$ cat config.mk
export PLATFORM = sky130hd
export DESIGN_NAME = gmcd_decoder
export DESIGN_NICKNAME = d
export VERILOG_FILES = /design/src/design/gmcd_link.v /design/src/design/gmcd_decoder.v
export VERILOG_INCLUDE_DIRS = /design/src /design/src/design
export SDC_FILE = /design/constraint.sdc
export NUM_CORES = 1
export LEC_CHECK = 0
export BUFFER_PORTS_ARGS = -buffer_cell sky130_fd_sc_hd__clkbuf_2
export CORE_MARGIN = 5
export CORE_UTILIZATION = 35
export DETAILED_ROUTE_END_ITERATION = 8
export GPL_ROUTABILITY_DRIVEN = 0
export SYNTH_ARGS = -nofsm -noshare
export SYNTH_HDL_FRONTEND = slang
export SYNTH_SLANG_ARGS = --single-unit
$ cat constraint.sdc
create_clock -name ref_clk -period 3.15 [get_ports ref_clk]
set_clock_uncertainty 0.05 [all_clocks]
set_input_delay 0.1575 -clock ref_clk [delete_from_list [all_inputs] [get_ports ref_clk]]
set_output_delay 0.1575 -clock ref_clk [all_outputs]
set_load 0.02 [all_outputs]
$ cat src/design/gmcd_defs.vh
`ifndef GMCD_DEFS_VH
`define GMCD_DEFS_VH

// ---------------------------------------------
// Address byte layout
// ---------------------------------------------
`define GMCD_ADDR_FIX_HI 3'h4
`define GMCD_ADDR_FIX_LO 2'h0
`define GMCD_ADDR_SEL_BIT 4
`define GMCD_ADDR_BCAST_BIT 3
`define GMCD_ADDR_CLASS_BIT 0
`define GMCD_ADDR_ID_CH1 8'h80
`define GMCD_ADDR_ID_CH2 8'h90
`define GMCD_CMD_IDENTIFY 8'h00
`define GMCD_CONFIG_NIBBLE 4'h0

// ---------------------------------------------
// Opcodes
// ---------------------------------------------
`define GMCD_OP_READ_REV 8'h73
`define GMCD_OP_DEACTIVATE 8'h00
`define GMCD_OP_SW_RESET 8'h02
`define GMCD_OP_HW_RESET 8'h04
`define GMCD_OP_ACTIVATE 8'h0E
`define GMCD_OP_CFG1_WR 8'h70
`define GMCD_OP_CFG2_WR 8'h46
`define GMCD_OP_CFG3_WR 8'h60
`define GMCD_OP_LINEIO_WR 8'h54
`define GMCD_OP_MODE_WR 8'h4A
`define GMCD_OP_LINEIO_RD 8'h53
`define GMCD_OP_DEBOUNCE_WR 8'hC8
`define GMCD_OP_GKFILT_WR 8'hE8
`define GMCD_OP_RTDATA_RD_A 8'h4D
`define GMCD_OP_RTDATA_RD_B 8'h4F
`define GMCD_OP_IMASK_WR 8'h6C
`define GMCD_OP_SCALE_WR 8'h50
`define GMCD_OP_TXGAIN_WR 8'h80
`define GMCD_OP_RXGAIN_WR 8'h82
`define GMCD_OP_ZFIR_WR 8'h98
`define GMCD_OP_BFIR_WR 8'h86
`define GMCD_OP_XCORR_WR 8'h88
`define GMCD_OP_RCORR_WR 8'h8A
`define GMCD_OP_BIIR_WR 8'h96
`define GMCD_OP_ZIIR_WR 8'h9A

// Opcode classes
`define GMCD_CLS_NONE 3'h0
`define GMCD_CLS_STATUS 3'h1
`define GMCD_CLS_WRITE 3'h2
`define GMCD_CLS_READ 3'h3
`define GMCD_CLS_REV 3'h4

// ---------------------------------------------
// Message and frame figures
// ---------------------------------------------
`define GMCD_MAX_BYTES 4'hE
`define GMCD_EOM_FRAMES 2'h2
`define GMCD_FRAME_US 125
`define GMCD_SLOT_BITS 32
`define GMCD_MON_FIRST_BIT 16
`define GMCD_SC_LAST_BIT 31

`endif

$ cat src/design/gmcd_link.v
`default_nettype none

// Slot engine: pulls the monitor and handshake bits of one GCI channel
// slot off the downstream line and drives the same bits upstream.
module gmcd_link #(
    parameter SLOT = 0,
    parameter FRAME_BITS = 256
) (
    input wire ref_clk,
    input wire rst_n,
    input wire dcl,
    input wire fsc,
    input wire dd,
    output reg du_out,
    output reg du_oe,
    output reg frame_tick,
    output reg [7:0] rx_mon,
    output reg rx_mr,
    output reg rx_mx,
    input wire [7:0] tx_mon,
    input wire tx_mr,
    input wire tx_mx
);

`include "gmcd_defs.vh"

localparam integer BASE_I = SLOT * `GMCD_SLOT_BITS; // Full width before the cut
localparam integer LAST_I = FRAME_BITS - 1;
localparam [8:0] BASE = BASE_I[8:0];
localparam [8:0] LAST_POS = LAST_I[8:0];

// ---------------------------------------------
// Pin synchronisers
// ---------------------------------------------
reg dcl_s1, dcl_s2, dcl_s3; // Third stage only for edge finding
reg fsc_s1, fsc_s2;
reg dd_s1, dd_s2;

always @(posedge ref_clk or negedge rst_n) begin
    if (!rst_n) begin
        dcl_s1 <= 1'b0;
        dcl_s2 <= 1'b0;
        dcl_s3 <= 1'b0;
        fsc_s1 <= 1'b0;
        fsc_s2 <= 1'b0;
        dd_s1 <= 1'b1;
        dd_s2 <= 1'b1;
    end else begin
        dcl_s1 <= dcl;
        dcl_s2 <= dcl_s1;
        dcl_s3 <= dcl_s2;
        fsc_s1 <= fsc;
        fsc_s2 <= fsc_s1;
        dd_s1 <= dd;
        dd_s2 <= dd_s1;
    end
end

wire dcl_fall = dcl_s3 & ~dcl_s2; // Data sampled here
wire dcl_rise = ~dcl_s3 & dcl_s2; // Data launched here

// ---------------------------------------------
// Bit position and slot capture
// ---------------------------------------------
reg [8:0] bit_cnt; // Position of the bit now on the line
reg [15:0] rx_sh; // Monitor byte then SC byte
reg [15:0] tx_word; // Upstream monitor and SC bytes
wire [8:0] pos = fsc_s2 ? 9'h000 : bit_cnt;
wire [8:0] off = pos - BASE;
wire [8:0] nxt_off = bit_cnt - BASE;
wire [15:0] rx_next = {rx_sh[14:0], dd_s2};

// Each monitor byte rides in the third slot byte, once per frame
always @(posedge ref_clk or negedge rst_n) begin
    if (!rst_n) begin
        bit_cnt <= 9'h000;
        rx_sh <= 16'hFFFF;
        frame_tick <= 1'b0;
        rx_mon <= 8'hFF;
        rx_mr <= 1'b1;
        rx_mx <= 1'b1;
        tx_word <= 16'hFFFF;
        du_out <= 1'b1;
        du_oe <= 1'b0;
    end else begin
        frame_tick <= 1'b0;
        if (dcl_fall) begin
            bit_cnt <= (pos == LAST_POS) ? 9'h000 : pos + 9'h001;
            if (off >= `GMCD_MON_FIRST_BIT && off <= `GMCD_SC_LAST_BIT) begin
                rx_sh <= rx_next;
            end
            // Whole slot seen: hand over and latch next upstream word
            if (off == `GMCD_SC_LAST_BIT) begin
                frame_tick <= 1'b1;
                rx_mon <= rx_next[15:8];
                rx_mr <= rx_next[1];
                rx_mx <= rx_next[0];
                tx_word <= {tx_mon, 6'h3F, tx_mr, tx_mx};
            end
        end
        if (dcl_rise) begin
            if (nxt_off >= `GMCD_MON_FIRST_BIT && nxt_off <= `GMCD_SC_LAST_BIT) begin
                du_oe <= 1'b1;
                du_out <= tx_word[4'hF - nxt_off[3:0]];
            end else begin
                du_oe <= 1'b0;
                du_out <= 1'b1;
            end
        end
    end
end

endmodule // gmcd_link

`default_nettype wire

$ cat src/design/gmcd_decoder.v
`default_nettype none

// Notes on behaviour
// - Address byte fixed bits 100xx00x checked
// - Select bit names channel one or two
// - Broadcast bit addresses both channels
// - Class bit zero means identification address
// - Read reply is at most fourteen bytes
// - Identify only for address 80h/90h, cmd 00h
// - Reply byte one: 100, select, 0000
// - Reply byte two: type field, fixed pattern
// - End of message: transmit bit high twice
// - Addresses 81/89/91/99h decode operation commands
// - Opcode 73h returns revision code, no side-effect
// - Status opcodes 00/02/04/0Eh, no data
// - Config registers one to three opcode pairs
// - Line I/O, mode pairs, 53h read only
// - Debounce, ground key, interrupt mask pairs
// - 4D/4Fh read real-time data
// - Scaling, transmit and receive gain pairs
// - Remaining filter coefficient opcode pairs
// - Byte accepted after two equal frames
// - Transmit bit idle two frames ends message
// - Monitor byte third slot byte per frame
module gmcd_decoder #(
    parameter SLOT = 0,
    parameter FRAME_BITS = 256,
    parameter [7:0] REVISION_CODE = 8'h5C, // Arbitrary value
    parameter [1:0] DEVICE_TYPE = 2'h3, // Arbitrary value
    parameter [5:0] ID_PATTERN = 6'h2A // Arbitrary value
) (
    input wire ref_clk,
    input wire rst_n,
    input wire dcl,
    input wire fsc,
    input wire dd,
    output wire du_out,
    output wire du_oe,
    output reg cmd_strobe,
    output reg [7:0] cmd_opcode,
    output reg [1:0] cmd_chan_mask,
    output reg wr_strobe,
    output reg [7:0] wr_byte,
    output reg [3:0] wr_index,
    output reg rd_req,
    input wire [111:0] rd_data,
    input wire [3:0] rd_len,
    output reg busy
);

`include "gmcd_defs.vh"

// ---------------------------------------------
// Opcode classifier
// ---------------------------------------------
function [2:0] op_class;
    input [7:0] op;
    begin
        case (op)
            `GMCD_OP_READ_REV: op_class = `GMCD_CLS_REV;
            `GMCD_OP_DEACTIVATE, `GMCD_OP_SW_RESET,
            `GMCD_OP_HW_RESET, `GMCD_OP_ACTIVATE: op_class = `GMCD_CLS_STATUS;
            `GMCD_OP_CFG1_WR, `GMCD_OP_CFG2_WR, `GMCD_OP_CFG3_WR,
            `GMCD_OP_LINEIO_WR, `GMCD_OP_MODE_WR,
            `GMCD_OP_DEBOUNCE_WR, `GMCD_OP_GKFILT_WR, `GMCD_OP_IMASK_WR,
            `GMCD_OP_SCALE_WR, `GMCD_OP_TXGAIN_WR, `GMCD_OP_RXGAIN_WR,
            `GMCD_OP_ZFIR_WR, `GMCD_OP_BFIR_WR, `GMCD_OP_XCORR_WR,
            `GMCD_OP_RCORR_WR, `GMCD_OP_BIIR_WR, `GMCD_OP_ZIIR_WR:
                op_class = `GMCD_CLS_WRITE;
            `GMCD_OP_CFG1_WR + 8'h01, `GMCD_OP_CFG2_WR + 8'h01,
            `GMCD_OP_CFG3_WR + 8'h01, `GMCD_OP_LINEIO_WR + 8'h01,
            `GMCD_OP_MODE_WR + 8'h01, `GMCD_OP_LINEIO_RD,
            `GMCD_OP_DEBOUNCE_WR + 8'h01, `GMCD_OP_GKFILT_WR + 8'h01,
            `GMCD_OP_IMASK_WR + 8'h01, `GMCD_OP_RTDATA_RD_A,
            `GMCD_OP_RTDATA_RD_B,
            `GMCD_OP_SCALE_WR + 8'h01, `GMCD_OP_TXGAIN_WR + 8'h01,
            `GMCD_OP_RXGAIN_WR + 8'h01, `GMCD_OP_ZFIR_WR + 8'h01,
            `GMCD_OP_BFIR_WR + 8'h01, `GMCD_OP_XCORR_WR + 8'h01,
            `GMCD_OP_RCORR_WR + 8'h01, `GMCD_OP_BIIR_WR + 8'h01,
            `GMCD_OP_ZIIR_WR + 8'h01:
                op_class = `GMCD_CLS_READ;
            default: op_class = `GMCD_CLS_NONE; // Unknown opcode
        endcase
    end
endfunction

// ---------------------------------------------
// States
// ---------------------------------------------
localparam [2:0] S_ADDR = 3'h0; // Waiting for address byte
localparam [2:0] S_CMD = 3'h1; // Waiting for command byte
localparam [2:0] S_WDATA = 3'h2; // Collecting write data
localparam [2:0] S_RDWAIT = 3'h3; // One cycle for read data
localparam [2:0] S_TX = 3'h4; // Sending reply bytes
localparam [2:0] S_EOMTX = 3'h5; // Sending end of message
localparam [2:0] S_WAITEOM = 3'h6; // Waiting for far end idle

// ---------------------------------------------
// Link slot engine
// ---------------------------------------------
wire frame_tick; // One pulse per frame, after our slot
wire [7:0] rx_mon; // Downstream monitor byte
wire rx_mr; // Far end acknowledge, unused by fixed pacing
wire rx_mx; // Far end transmit bit, active low
reg [7:0] tx_mon; // Upstream monitor byte
reg tx_mr; // Our acknowledge, active low
reg tx_mx; // Our transmit bit, active low

gmcd_link #(
    .SLOT(SLOT),
    .FRAME_BITS(FRAME_BITS)
) u_link (
    .ref_clk(ref_clk),
    .rst_n(rst_n),
    .dcl(dcl),
    .fsc(fsc),
    .dd(dd),
    .du_out(du_out),
    .du_oe(du_oe),
    .frame_tick(frame_tick),
    .rx_mon(rx_mon),
    .rx_mr(rx_mr),
    .rx_mx(rx_mx),
    .tx_mon(tx_mon),
    .tx_mr(tx_mr),
    .tx_mx(tx_mx)
);

// ---------------------------------------------
// Receive byte acceptance and idle detection
// ---------------------------------------------
reg [7:0] prev_mon; // Byte seen in the previous frame
reg prev_act; // Previous frame carried an active transmit bit
reg taken; // Current repeated byte already accepted
reg [1:0] idle_cnt; // Frames with transmit bit idle
reg byte_ok; // Pulse: new byte accepted
reg [7:0] byte_val; // Accepted byte
wire rx_idle = (idle_cnt >= `GMCD_EOM_FRAMES);

// Repeats of the same byte are only accepted once; equal consecutive
// bytes need an idle frame or a different byte between them.
always @(posedge ref_clk or negedge rst_n) begin
    if (!rst_n) begin
        prev_mon <= 8'hFF;
        prev_act <= 1'b0;
        taken <= 1'b0;
        idle_cnt <= 2'h2;
        byte_ok <= 1'b0;
        byte_val <= 8'h00;
    end else begin
        byte_ok <= 1'b0;
        if (frame_tick) begin
            prev_mon <= rx_mon;
            prev_act <= ~rx_mx;
            if (rx_mx) begin
                // Both idle frames count toward end of message
                if (idle_cnt != `GMCD_EOM_FRAMES) begin
                    idle_cnt <= idle_cnt + 2'h1;
                end
                taken <= 1'b0;
            end else begin
                idle_cnt <= 2'h0;
                if (rx_mon != prev_mon) begin
                    taken <= 1'b0;
                end else if (prev_act && !taken) begin
                    byte_ok <= 1'b1; // Same byte twice in a row
                    byte_val <= rx_mon;
                    taken <= 1'b1;
                end
            end
        end
    end
end

// ---------------------------------------------
// Message state machine
// ---------------------------------------------
reg [2:0] state;
reg [7:0] addr; // Latched address byte
reg [7:0] rbuf [0:13]; // Reply bytes
reg [3:0] tx_len; // Reply length
reg [3:0] tx_idx; // Reply byte being sent
reg [1:0] frm_cnt; // Frames spent on current byte or end
wire addr_ok = (byte_val[7:5] == `GMCD_ADDR_FIX_HI) &&
               (byte_val[2:1] == `GMCD_ADDR_FIX_LO);
wire [2:0] cls = op_class(byte_val);
wire a_sel = addr[`GMCD_ADDR_SEL_BIT];
wire [3:0] clamp_len = (rd_len > `GMCD_MAX_BYTES) ? `GMCD_MAX_BYTES :
                       (rd_len == 4'h0) ? 4'h1 : rd_len;
integer i;

always @(posedge ref_clk or negedge rst_n) begin
    if (!rst_n) begin
        state <= S_ADDR;
        addr <= 8'h00;
        tx_len <= 4'h0;
        tx_idx <= 4'h0;
        frm_cnt <= 2'h0;
        tx_mon <= 8'hFF;
        tx_mr <= 1'b1;
        tx_mx <= 1'b1;
        cmd_strobe <= 1'b0;
        cmd_opcode <= 8'h00;
        cmd_chan_mask <= 2'h0;
        wr_strobe <= 1'b0;
        wr_byte <= 8'h00;
        wr_index <= 4'h0;
        rd_req <= 1'b0;
        busy <= 1'b0;
        for (i = 0; i < 14; i = i + 1) begin
            rbuf[i] <= 8'hFF;
        end
    end else begin
        cmd_strobe <= 1'b0;
        wr_strobe <= 1'b0;
        rd_req <= 1'b0;
        // Acknowledge each accepted byte for one frame
        if (byte_ok) begin
            tx_mr <= 1'b0;
        end else if (frame_tick) begin
            tx_mr <= 1'b1;
        end
        busy <= (state != S_ADDR);
        case (state)
            S_ADDR: begin
                if (byte_ok) begin
                    addr <= byte_val;
                    // Broadcast reaches both, else only the selected one
                    if (byte_val[`GMCD_ADDR_BCAST_BIT]) begin
                        cmd_chan_mask <= 2'h3;
                    end else begin
                        cmd_chan_mask <= byte_val[`GMCD_ADDR_SEL_BIT] ? 2'h2 : 2'h1;
                    end
                    // Nonconforming address: drop the whole message
                    state <= addr_ok ? S_CMD : S_WAITEOM;
                end
            end
            S_CMD: begin
                if (rx_idle) begin
                    state <= S_ADDR; // Message ended early
                end else if (byte_ok) begin
                    cmd_opcode <= byte_val;
                    if (!addr[`GMCD_ADDR_CLASS_BIT]) begin
                        // Identification class address
                        if ((addr == `GMCD_ADDR_ID_CH1 || addr == `GMCD_ADDR_ID_CH2) &&
                            byte_val == `GMCD_CMD_IDENTIFY) begin
                            rbuf[0] <= {`GMCD_ADDR_FIX_HI, a_sel,
                                        `GMCD_CONFIG_NIBBLE};
                            rbuf[1] <= {DEVICE_TYPE, ID_PATTERN};
                            tx_len <= 4'h2;
                            tx_idx <= 4'h0;
                            frm_cnt <= 2'h0;
                            state <= S_TX;
                        end else begin
                            state <= S_WAITEOM;
                        end
                    end else begin
                        // Operation class address
                        case (cls)
                            `GMCD_CLS_REV: begin
                                rbuf[0] <= REVISION_CODE; // No state touched
                                tx_len <= 4'h1;
                                tx_idx <= 4'h0;
                                frm_cnt <= 2'h0;
                                state <= S_TX;
                            end
                            `GMCD_CLS_STATUS: begin
                                cmd_strobe <= 1'b1; // No data follows
                                state <= S_WAITEOM;
                            end
                            `GMCD_CLS_WRITE: begin
                                cmd_strobe <= 1'b1;
                                wr_index <= 4'h0;
                                state <= S_WDATA;
                            end
                            `GMCD_CLS_READ: begin
                                cmd_strobe <= 1'b1;
                                rd_req <= 1'b1;
                                state <= S_RDWAIT;
                            end
                            default: begin
                                state <= S_WAITEOM; // Unknown opcode
                            end
                        endcase
                    end
                end
            end
            S_WDATA: begin
                // Data bytes until the controller ends the message
                if (rx_idle) begin
                    state <= S_ADDR;
                end else if (byte_ok) begin
                    if (wr_index < `GMCD_MAX_BYTES) begin
                        wr_strobe <= 1'b1;
                        wr_byte <= byte_val;
                        wr_index <= wr_index + 4'h1;
                    end
                end
            end
            S_RDWAIT: begin
                // User answers the read one cycle after the request
                for (i = 0; i < 14; i = i + 1) begin
                    rbuf[i] <= rd_data[i * 8 +: 8];
                end
                tx_len <= clamp_len;
                tx_idx <= 4'h0;
                frm_cnt <= 2'h0;
                state <= S_TX;
            end
            S_TX: begin
                tx_mon <= rbuf[tx_idx];
                tx_mx <= 1'b0;
                // Each byte repeats for two frames, so the far end sees it twice
                if (frame_tick) begin
                    if (frm_cnt == 2'h1) begin
                        frm_cnt <= 2'h0;
                        if (tx_idx == tx_len - 4'h1) begin
                            state <= S_EOMTX;
                        end else begin
                            tx_idx <= tx_idx + 4'h1;
                        end
                    end else begin
                        frm_cnt <= frm_cnt + 2'h1;
                    end
                end
            end
            S_EOMTX: begin
                // Transmit bit held idle for two frames closes reply
                tx_mx <= 1'b1;
                tx_mon <= 8'hFF;
                if (frame_tick) begin
                    if (frm_cnt == `GMCD_EOM_FRAMES - 2'h1) begin
                        frm_cnt <= 2'h0;
                        state <= S_WAITEOM;
                    end else begin
                        frm_cnt <= frm_cnt + 2'h1;
                    end
                end
            end
            S_WAITEOM: begin
                // Next message only after far end idles
                if (rx_idle) begin
                    state <= S_ADDR;
                end
            end
            default: begin
                state <= S_ADDR;
            end
        endcase
    end
end

endmodule // gmcd_decoder

`default_nettype wire

==> flow_metrics.tcl, run 1 <==
set metrics [dict create \
    pin_count 149 \
    tightest_slew_ps 811 \
    antenna_left 0 \
    synth_area_per_cell_sq_um 10.7 \
    rr_worst_depth 6 \
    drv_slew 0 \
    yosys.area.top_type_share 0.387 \
    synth_area_sq_mm 0.0114 \
    postCtsSetupBuffers 0 \
    cts.clk_slew.worst_paths_ps 60 \
    synth_cell_type_count 70 \
    grt_pass1_wl_mm 47.7 \
    worstHoldPathType "in -> reg" \
    rsz0062_at_grt "false" \
    gr-total-overflow 0 \
    max-cap-violations 0 \
    die_h_um 191 \
    status "finished, final reports clean" \
    cp.required_ps 3510 \
    clock_sinks 243 \
    ys.flop_type "dfstp_2" \
    cts_tree "built" \
    wl_mm 28.3 \
    antenna_found_initial 2 \
    synth_area_leaders "dfstp_2 (39%), dfrtp_1 (16%), nand2_1 (11%), mux2_2 (7.4%), mux4_2 (5.1%)" \
    synthCells 1062 \
    die_width_um 191 \
    cts_buffers 28 \
    power_density_mw_per_mm2 467 \
    drc 0 \
    fin_crit_ps 2740 \
    htreeDepth 1 \
    hpwl_mm 18.6 \
    clock.fmax_mhz 365 \
    cp.arrival_ps 3100 \
    ys_warn_count 0 \
    final_net_count 1454 \
    layoutNonFillerInstCount 1792 \
    drive_gt1_frac 0.384 \
    ys_async_sr_fraction 1.00 \
    whs_ps 51.1 \
    clk_latency_ps 540 \
    core-area_sq_mm 0.0324 \
    tns_ps 0 \
    crit_path_end_kind "register" \
    whs_path_depth 5 \
    grt_pass1_vias 9131 \
    synth_nets 1189 \
    wl_per_cell_um 15.8 \
    max_slew_margin 0.459 \
    vias 8666 \
    critPathLaunchType "register" \
    ys_seq_elements 243 \
    die-area_sq_mm 0.0363 \
    synth.largest_area_cell "dfstp_2" \
    cp_max_fo 19 \
    hold_violations 0 \
    start_util 0.353 \
    root_buffer "clkbuf_16" \
    crit_type "reg -> reg" \
    final-setup-viol-count 0 \
    grtUsageTotal 0.158 \
    power.leakage_nw 6.87 \
    drt_iter0_drc 495 \
    rows 66 \
    dp_cells 1620 \
    synth-edff-count 0 \
    layout-area-overhead-vs-synth_pct 31.1 \
    portBuffers 148 \
    viasPerCell 4.84 \
    drt-pass1-iter-count 5 \
    fillers 3001 \
    stdcell_area_sq_mm 0.0150 \
    ctsLongestPathBuffers 3 \
    yosysSeqAreaShare 0.551 \
    grt_max_degree 103 \
    irDropWorstVdd_mv 0.381 \
    finalCritPeriodShare 0.870 \
    placed_area_sq_mm 0.0127 \
]
sequential cells by signal, indices dropped and copies added, names as in the netlist, 2 cells and up:
signal          flops
wr_index            4
prev_mon            8
u_link.bit_cnt      9
byte_val            8
state               3
frm_cnt             2
wr_byte             8
tx_idx              4
cmd_chan_mask       2
idle_cnt            2
u_link.rx_mon       8
addr                8
tx_len              4
u_link.tx_word     10
cmd_opcode          8
tx_mon              8
rbuf              112
u_link.rx_sh       15
where the power goes:
part | total, mW | internal [mW] | switching [mW] | leakage, nW
clock network | 3.51 | 2.24 | 1.28 | 0.499
registers | 3.17 | 3.15 | 0.0181 | 2.77
logic | 0.311 | 0.176 | 0.134 | 3.61
per-stage QoR:
step                      utilization  power, mW  setup WS, ps
after global routing            0.462       7.27           210
after global placement          0.394       3.41           523
after CTS                       0.462       7.10           399
final                           0.462       6.99           409
after detailed placement        0.394       3.41           408
after floorplan                     -       3.24           779
layout make-up:
class	instances	area (sq um)	share of cell area
inverter	24	90.1	0.00602
multi-input combinational	729	4760	0.318
antenna	2	5.00	0.000334
clock inverter	9	185	0.0124
tap	442	553	0.0370
clock buffer	42	835	0.0558
timing repair buffer	301	2250	0.150
sequential	243	6290	0.421
cells in the mapped netlist (6+ instances only):
master	number
o21ai_0	28
nor3b_1	7
buf_2	11
a211o_1	9
nor3_1	10
or3_1	6
mux2_2	75
nor2_1	24
buf_1	7
dfstp_2	168
a22o_1	10
o221ai_1	8
nand2_1	326
mux4_2	26
inv_1	24
clkbuf_1	44
nand3_1	18
xor2_1	10
mux2i_1	15
nand2b_1	10
a21oi_1	36
nor2b_1	19
dfrtp_1	75
ha_1	6
path summary, 6_finish.rpt:
| kind | from | to | slack (ps) |
|---|---|---|---|
| setup reg to reg | byte_val[6] | frm_cnt[0] | 410 |
| min in group asynchronous | rst_n | wr_byte[5] | 190 |
| setup / recovery | byte_val[6] | frm_cnt[0] | 410 |
| hold / removal | rd_len[0] | tx_len[0] | 50 |
| max in group asynchronous | rst_n | rbuf[19] | 1950 |
| hold reg to reg | u_link.fsc_s1 | u_link.fsc_s2 | 270 |
timing repair:
action	4_1_cts	5_1_grt
hold endpoints to repair	159	0
hold buffers	119	0
resized for setup	0	0
layout by cell type (no fill, tap or decap), drive strengths merged, types with 15 or more instances in the layout:
master	Yosys	final
nand2	331	331
clkbuf	44	189
dfstp	168	168
dlygate4sd3	0	119
mux2	75	75
dfrtp	75	75
a21oi	36	36
buf	22	35
o21ai	35	35
mux4	26	26
inv	24	25
nor2	24	24
nor2b	19	19
nand3	18	18
mux2i	15	15
critical path: stages, from the launching register on:
cell,delay [ps]
dfrtp_1,480
or4_4,540
o41ai_2,530
a31oi_2,160
or2_1,570
nand3_1,190
o21ai_0,100
logic make-up after synthesis:
kind of cell / after synthesis / synth area share
and+or+nand+nor: 457 / 0.175
DFF: 243 / 0.551
AOI/OAI and AO/OA: 134 / 0.0818
muxes: 116 / 0.138
buffers and inverters: 90 / 0.0334
xor gates and xnor gates: 16 / 0.0136
adders and majority gates: 6 / 0.00658
metal layers:
layer  up-vias  GRT usage  share of wire
li1       4152          -              -
met1      4220      0.219           0.45
met2       236      0.257           0.47
met3        58     0.0275          0.051
met4         0     0.0417          0.027
met5         -          0              0
Note: power is estimated with default switching activity, not from simulation.
==> run 2: changes to the inputs <==
- REMOVE_ABC_BUFFERS: unset -> 1
==> run 2 against run 1 <==
Effect of this change: routed wire length fell by 0.36%; final cell count fell by 0.22%; non-clock buffer count fell by 4; global-route usage fell by 0.36 points; final area fell by 0.49%; highest routed layer unchanged.
==> flow_metrics.tcl, run 2 (synthesized netlist as in run 1, its figures left out) <==
set metrics [dict create \
    status "finished, final reports clean" \
    grt_pass1_wl_mm 46.6 \
    pin_count 149 \
    r2r_start "byte_val[3]" \
    rr_worst_depth 6 \
    drt-pass1-iter-count 5 \
    drv_slew 0 \
    largest_reg_flops 112 \
    antenna_found_initial 3 \
    start_util 0.353 \
    rows 66 \
    crit_path_end_kind "register" \
    finalCritPeriodShare 0.908 \
    layout-area-overhead-vs-synth_pct 30.5 \
    irDropWorstVdd_mv 0.363 \
    cp_cell_sequence "or4_1 -> o41ai_2 -> a31oi_2 -> or2_1 -> a21oi_1 -> nor2b_1" \
    cts_buffers 28 \
    max-cap-violations 0 \
    fin_crit_ps 2860 \
    cts_tree "built" \
    cts.clk_slew.worst_paths_ps 60 \
    max_slew_margin 0.422 \
    fillers 3018 \
    drt_iter0_drc 382 \
    critPathLaunchType "register" \
    die-area_sq_mm 0.0363 \
    layout_setup_ws_ps 289 \
    hold_violations 0 \
    cp_max_fo 19 \
    wl_mm 28.2 \
    portBuffers 148 \
    root_buffer "clkbuf_16" \
    crit_family "simple AND/OR/NAND/NOR gates" \
    antenna_left 0 \
    tightest_slew_ps 868 \
    final-setup-viol-count 0 \
    most-common-layout-cells "nand2_1 (325), dfstp_2 (168), clkbuf_2 (147), dlygate4sd3_1 (120), mux2_2 (75)" \
    tns_ps 0 \
    vias 8560 \
    final_common_cell "nand2_1" \
    grtUsageTotal 0.154 \
    grt_pass1_vias 8977 \
    crit_type "reg -> reg" \
    drive_gt1_frac 0.381 \
    power_density_mw_per_mm2 450 \
    top_regs "rbuf: 112 flops, u_link.rx_sh: 15 flops, u_link.tx_word: 10 flops" \
    crit_buf_inv 0 \
    cpMaxStageDelayCell "or2_1" \
    slowest_delay_ps 590 \
    clk_latency_ps 540 \
    rsz0062_at_grt "false" \
    regMostFlops "rbuf" \
    clock_sinks 243 \
    grt_max_degree 91 \
    power.leakage_nw 6.82 \
    ctsLongestPathBuffers 3 \
    die_width_um 191 \
    clock.fmax_mhz 350 \
    hpwl_mm 18.1 \
    path_depth 6 \
    drc 0 \
    viasPerCell 4.79 \
    cp.required_ps 3530 \
    crit_start "byte_val[3]" \
    pre_cts_ws_ps 320 \
    final_net_count 1450 \
    core-area_sq_mm 0.0324 \
    crit_end "frm_cnt[1]" \
    reg2reg_to "frm_cnt[1]" \
    cp.arrival_ps 3240 \
    gr-total-overflow 0 \
    die_h_um 191 \
    ff2ff_setup_slack_ps 290 \
    wl_per_cell_um 15.8 \
    worstHoldPathType "in -> async" \
    p_total_mw 6.70 \
    htreeDepth 1 \
]
## run 2: final cells by class
cell class / instances / area, sq um / area share
clock inverters: 8 / 86.3 / 0.00580
well taps: 442 / 553 / 0.0371
inverters: 24 / 90.1 / 0.00605
multi-input cells: 729 / 4760 / 0.319
repair buffers: 297 / 2260 / 0.152
flip-flops and latches: 243 / 6290 / 0.423
clock buffers: 43 / 850 / 0.0571
diodes: 2 / 5.00 / 0.000336
## run 2: how the worst min path moves through the flow
stage / slack (ps) / from / endpoint
detailed placement: 180 / rst_n / wr_byte[5]
global placement: 180 / rst_n / wr_byte[1]
finish: 170 / rst_n / wr_byte[5]
global route: 210 / fsc / u_link.fsc_s1
floorplan: -190 / rst_n / addr[0]
CTS: 200 / rst_n / frm_cnt[1]
## run 2: layer usage
layer | wire (um) | GRT usage | vias to the layer above | share of wire
met1 | 12700 | 0.207 | 4181 | 0.45
li1 | - | - | 4157 | -
met4 | 578 | 0.0359 | 0 | 0.020
met5 | 0 | 0 | - | 0
met3 | 1220 | 0.0264 | 42 | 0.043
met2 | 13700 | 0.262 | 180 | 0.49
## run 2: repair_timing
| item | CTS | global route |
|---|---|---|
| hold buffers | 120 | 0 |
| endpoints found under the hold margin | 181 | 0 |
| resized for setup | 0 | 0 |
| buffers inserted | 0 | 0 |
## run 2: power breakdown
| part | internal (mW) | switching, mW |
|---|---|---|
| registers | 3.15 | 0.0213 |
| logic | 0.177 | 0.131 |
| clock network | 1.94 | 1.28 |
| total | 5.27 | 1.44 |
## run 2: metrics by stage
stage           util  hold slack, ps  instances  instance area [sq um]
2_1_floorplan      -            -188        996                  11100
3_3_place_gp   0.394             178       1615                  12700
3_5_place_dp   0.394             175       1615                  12700
4_1_cts        0.460             204       1786                  14900
5_1_grt        0.460             214       1788                  14900
6_report       0.460             175       1788                  14900
==> run 3: changes to the inputs <==
- CAP_MARGIN: unset -> 20
- CELL_PAD_IN_SITES_DETAIL_PLACEMENT: unset -> 1
- CELL_PAD_IN_SITES_GLOBAL_PLACEMENT: unset -> 2
- PLACE_DENSITY_LB_ADDON: unset -> 0.1
- SLEW_MARGIN: unset -> 20
==> run 3 against run 2 <==
Effect of this change: non-clock buffer count up 5; die area unchanged; via count up 0.74%.
==> flow_metrics.tcl, run 3 (synthesized netlist as in run 1, its figures left out) <==
set metrics [dict create \
    status "finished, final reports clean" \
    final_common_cell "nand2_1" \
    clock_sinks 243 \
    whs_ps 11.3 \
    cts.clk_slew.worst_paths_ps 60 \
    layout_setup_ws_ps 465 \
    cts_buffers 29 \
    cts_tree "built" \
    final_net_count 1456 \
    worstHoldPathType "in -> reg" \
    grt_max_degree 131 \
    layoutNonFillerInstCount 1796 \
    cp_max_fo 19 \
    rsz0062_at_grt "false" \
    crit_type "reg -> reg" \
    crit_path_end_kind "register" \
    fin_crit_ps 2690 \
    hold_violations 0 \
    antenna_found_initial 3 \
    htreeDepth 1 \
    cp.required_ps 3530 \
    vias 8623 \
    most-common-layout-cells "nand2_1 (325), dfstp_2 (168), clkbuf_2 (147), dlygate4sd3_1 (119), mux2_2 (75)" \
    power_density_mw_per_mm2 455 \
    ctsLongestPathBuffers 3 \
    tightest_slew_ps 851 \
    core-area_sq_mm 0.0324 \
    irDropWorstVdd_mv 0.383 \
    hpwl_mm 20.3 \
    clock.fmax_mhz 372 \
    viasPerCell 4.80 \
    layout-area-overhead-vs-synth_pct 30.9 \
    top_regs "rbuf: 112 flops, u_link.rx_sh: 15 flops, u_link.tx_word: 10 flops" \
    grt_pass1_wl_mm 51.2 \
    drv_slew 0 \
    postCtsSetupBuffers 0 \
    critPathLaunchType "register" \
    drive_gt1_frac 0.387 \
    start_util 0.353 \
    dp_cells 1620 \
    drt_iter0_drc 296 \
    root_buffer "clkbuf_16" \
    p_total_mw 6.80 \
    portBuffers 148 \
    max_slew_margin 0.418 \
    final-setup-viol-count 0 \
    finalCritPeriodShare 0.852 \
    die-area_sq_mm 0.0363 \
    gr-total-overflow 0 \
    tns_ps 0 \
    largest_reg_flops 112 \
    clk_latency_ps 540 \
    rows 66 \
    antenna_left 0 \
    cp.arrival_ps 3070 \
    die_width_um 191 \
    pin_count 149 \
    wl_per_cell_um 17.5 \
    drc 0 \
    grt_pass1_vias 9439 \
    grtUsageTotal 0.174 \
    wl_mm 31.4 \
    max-cap-violations 0 \
    regMostFlops "rbuf" \
    power.leakage_nw 6.86 \
    pre_cts_ws_ps 436 \
    drt-pass1-iter-count 4 \
    die_h_um 191 \
]
run 3: changes by cell type in the layout (fill, tap and decap cells not counted), moves of 2 or more:
cell and change:
buf_12 -3, buf_4 +8, clkbuf_8 +5, inv_6 +2, clkbuf_1 -2
run 3: per-stage QoR:
stage | utilization | instance area [sq um]
2_1_floorplan | - | 11100
3_3_place_gp | 0.394 | 12700
3_5_place_dp | 0.394 | 12700
4_1_cts | 0.460 | 14900
5_1_grt | 0.461 | 14900
6_report | 0.461 | 14900
run 3: repair_timing:
item / CTS / global route
setup endpoints to repair: 0 / 0
endpoints found under the hold margin: 183 / 0
hold buffers: 119 / 0
resized for setup: 0 / 0
run 3: area by class of cell:
class	instances	area (sq um)
fillers	3570	17400
flip-flops and latches	243	6290
multi-input cells	729	4760
repair buffers	302	2270
clock buffers	45	886
well taps	442	553
inverters	24	90.1
clock inverters	8	75.1
diodes	3	7.51
run 3: path summary, 6_finish.rpt:
| kind | slack [ps] | end | startpoint | cells after the start |
|---|---|---|---|---|
| setup / recovery | 460 | frm_cnt[1] | byte_val[0] | 6 |
| hold / removal | 10 | rbuf[108] | rd_data[4] | 3 |
| setup reg to reg | 460 | frm_cnt[1] | byte_val[0] | 6 |
| hold reg to reg | 300 | u_link.dcl_s2 | u_link.dcl_s1 | 0 |
| max in group asynchronous | 1850 | tx_mx | rst_n | 4 |
| min in group asynchronous | 50 | cmd_opcode[4] | rst_n | 2 |
run 3: worst max-delay path, stage by stage, from the launching register on:
cell,delay (ps)
dfrtp_1,380
or4_1,580
o41ai_2,520
a31oi_2,160
or2_1,570
a21oi_1,260
nor2b_1,60
run 3: per-layer routing:
layer  up-vias  routed length (um)  track usage  part of all wire
met4         2                 580       0.0359             0.018
met2       125               15600        0.303              0.50
met1      4293               14300        0.230              0.46
met3        43                 940       0.0265             0.030
li1       4160                   -            -                 -
met5         -                  11            0           0.00035
run 3: power breakdown:
part	internal, mW	switching [mW]
combinational	0.180	0.138
sequential	3.15	0.0192
clock	2.01	1.31
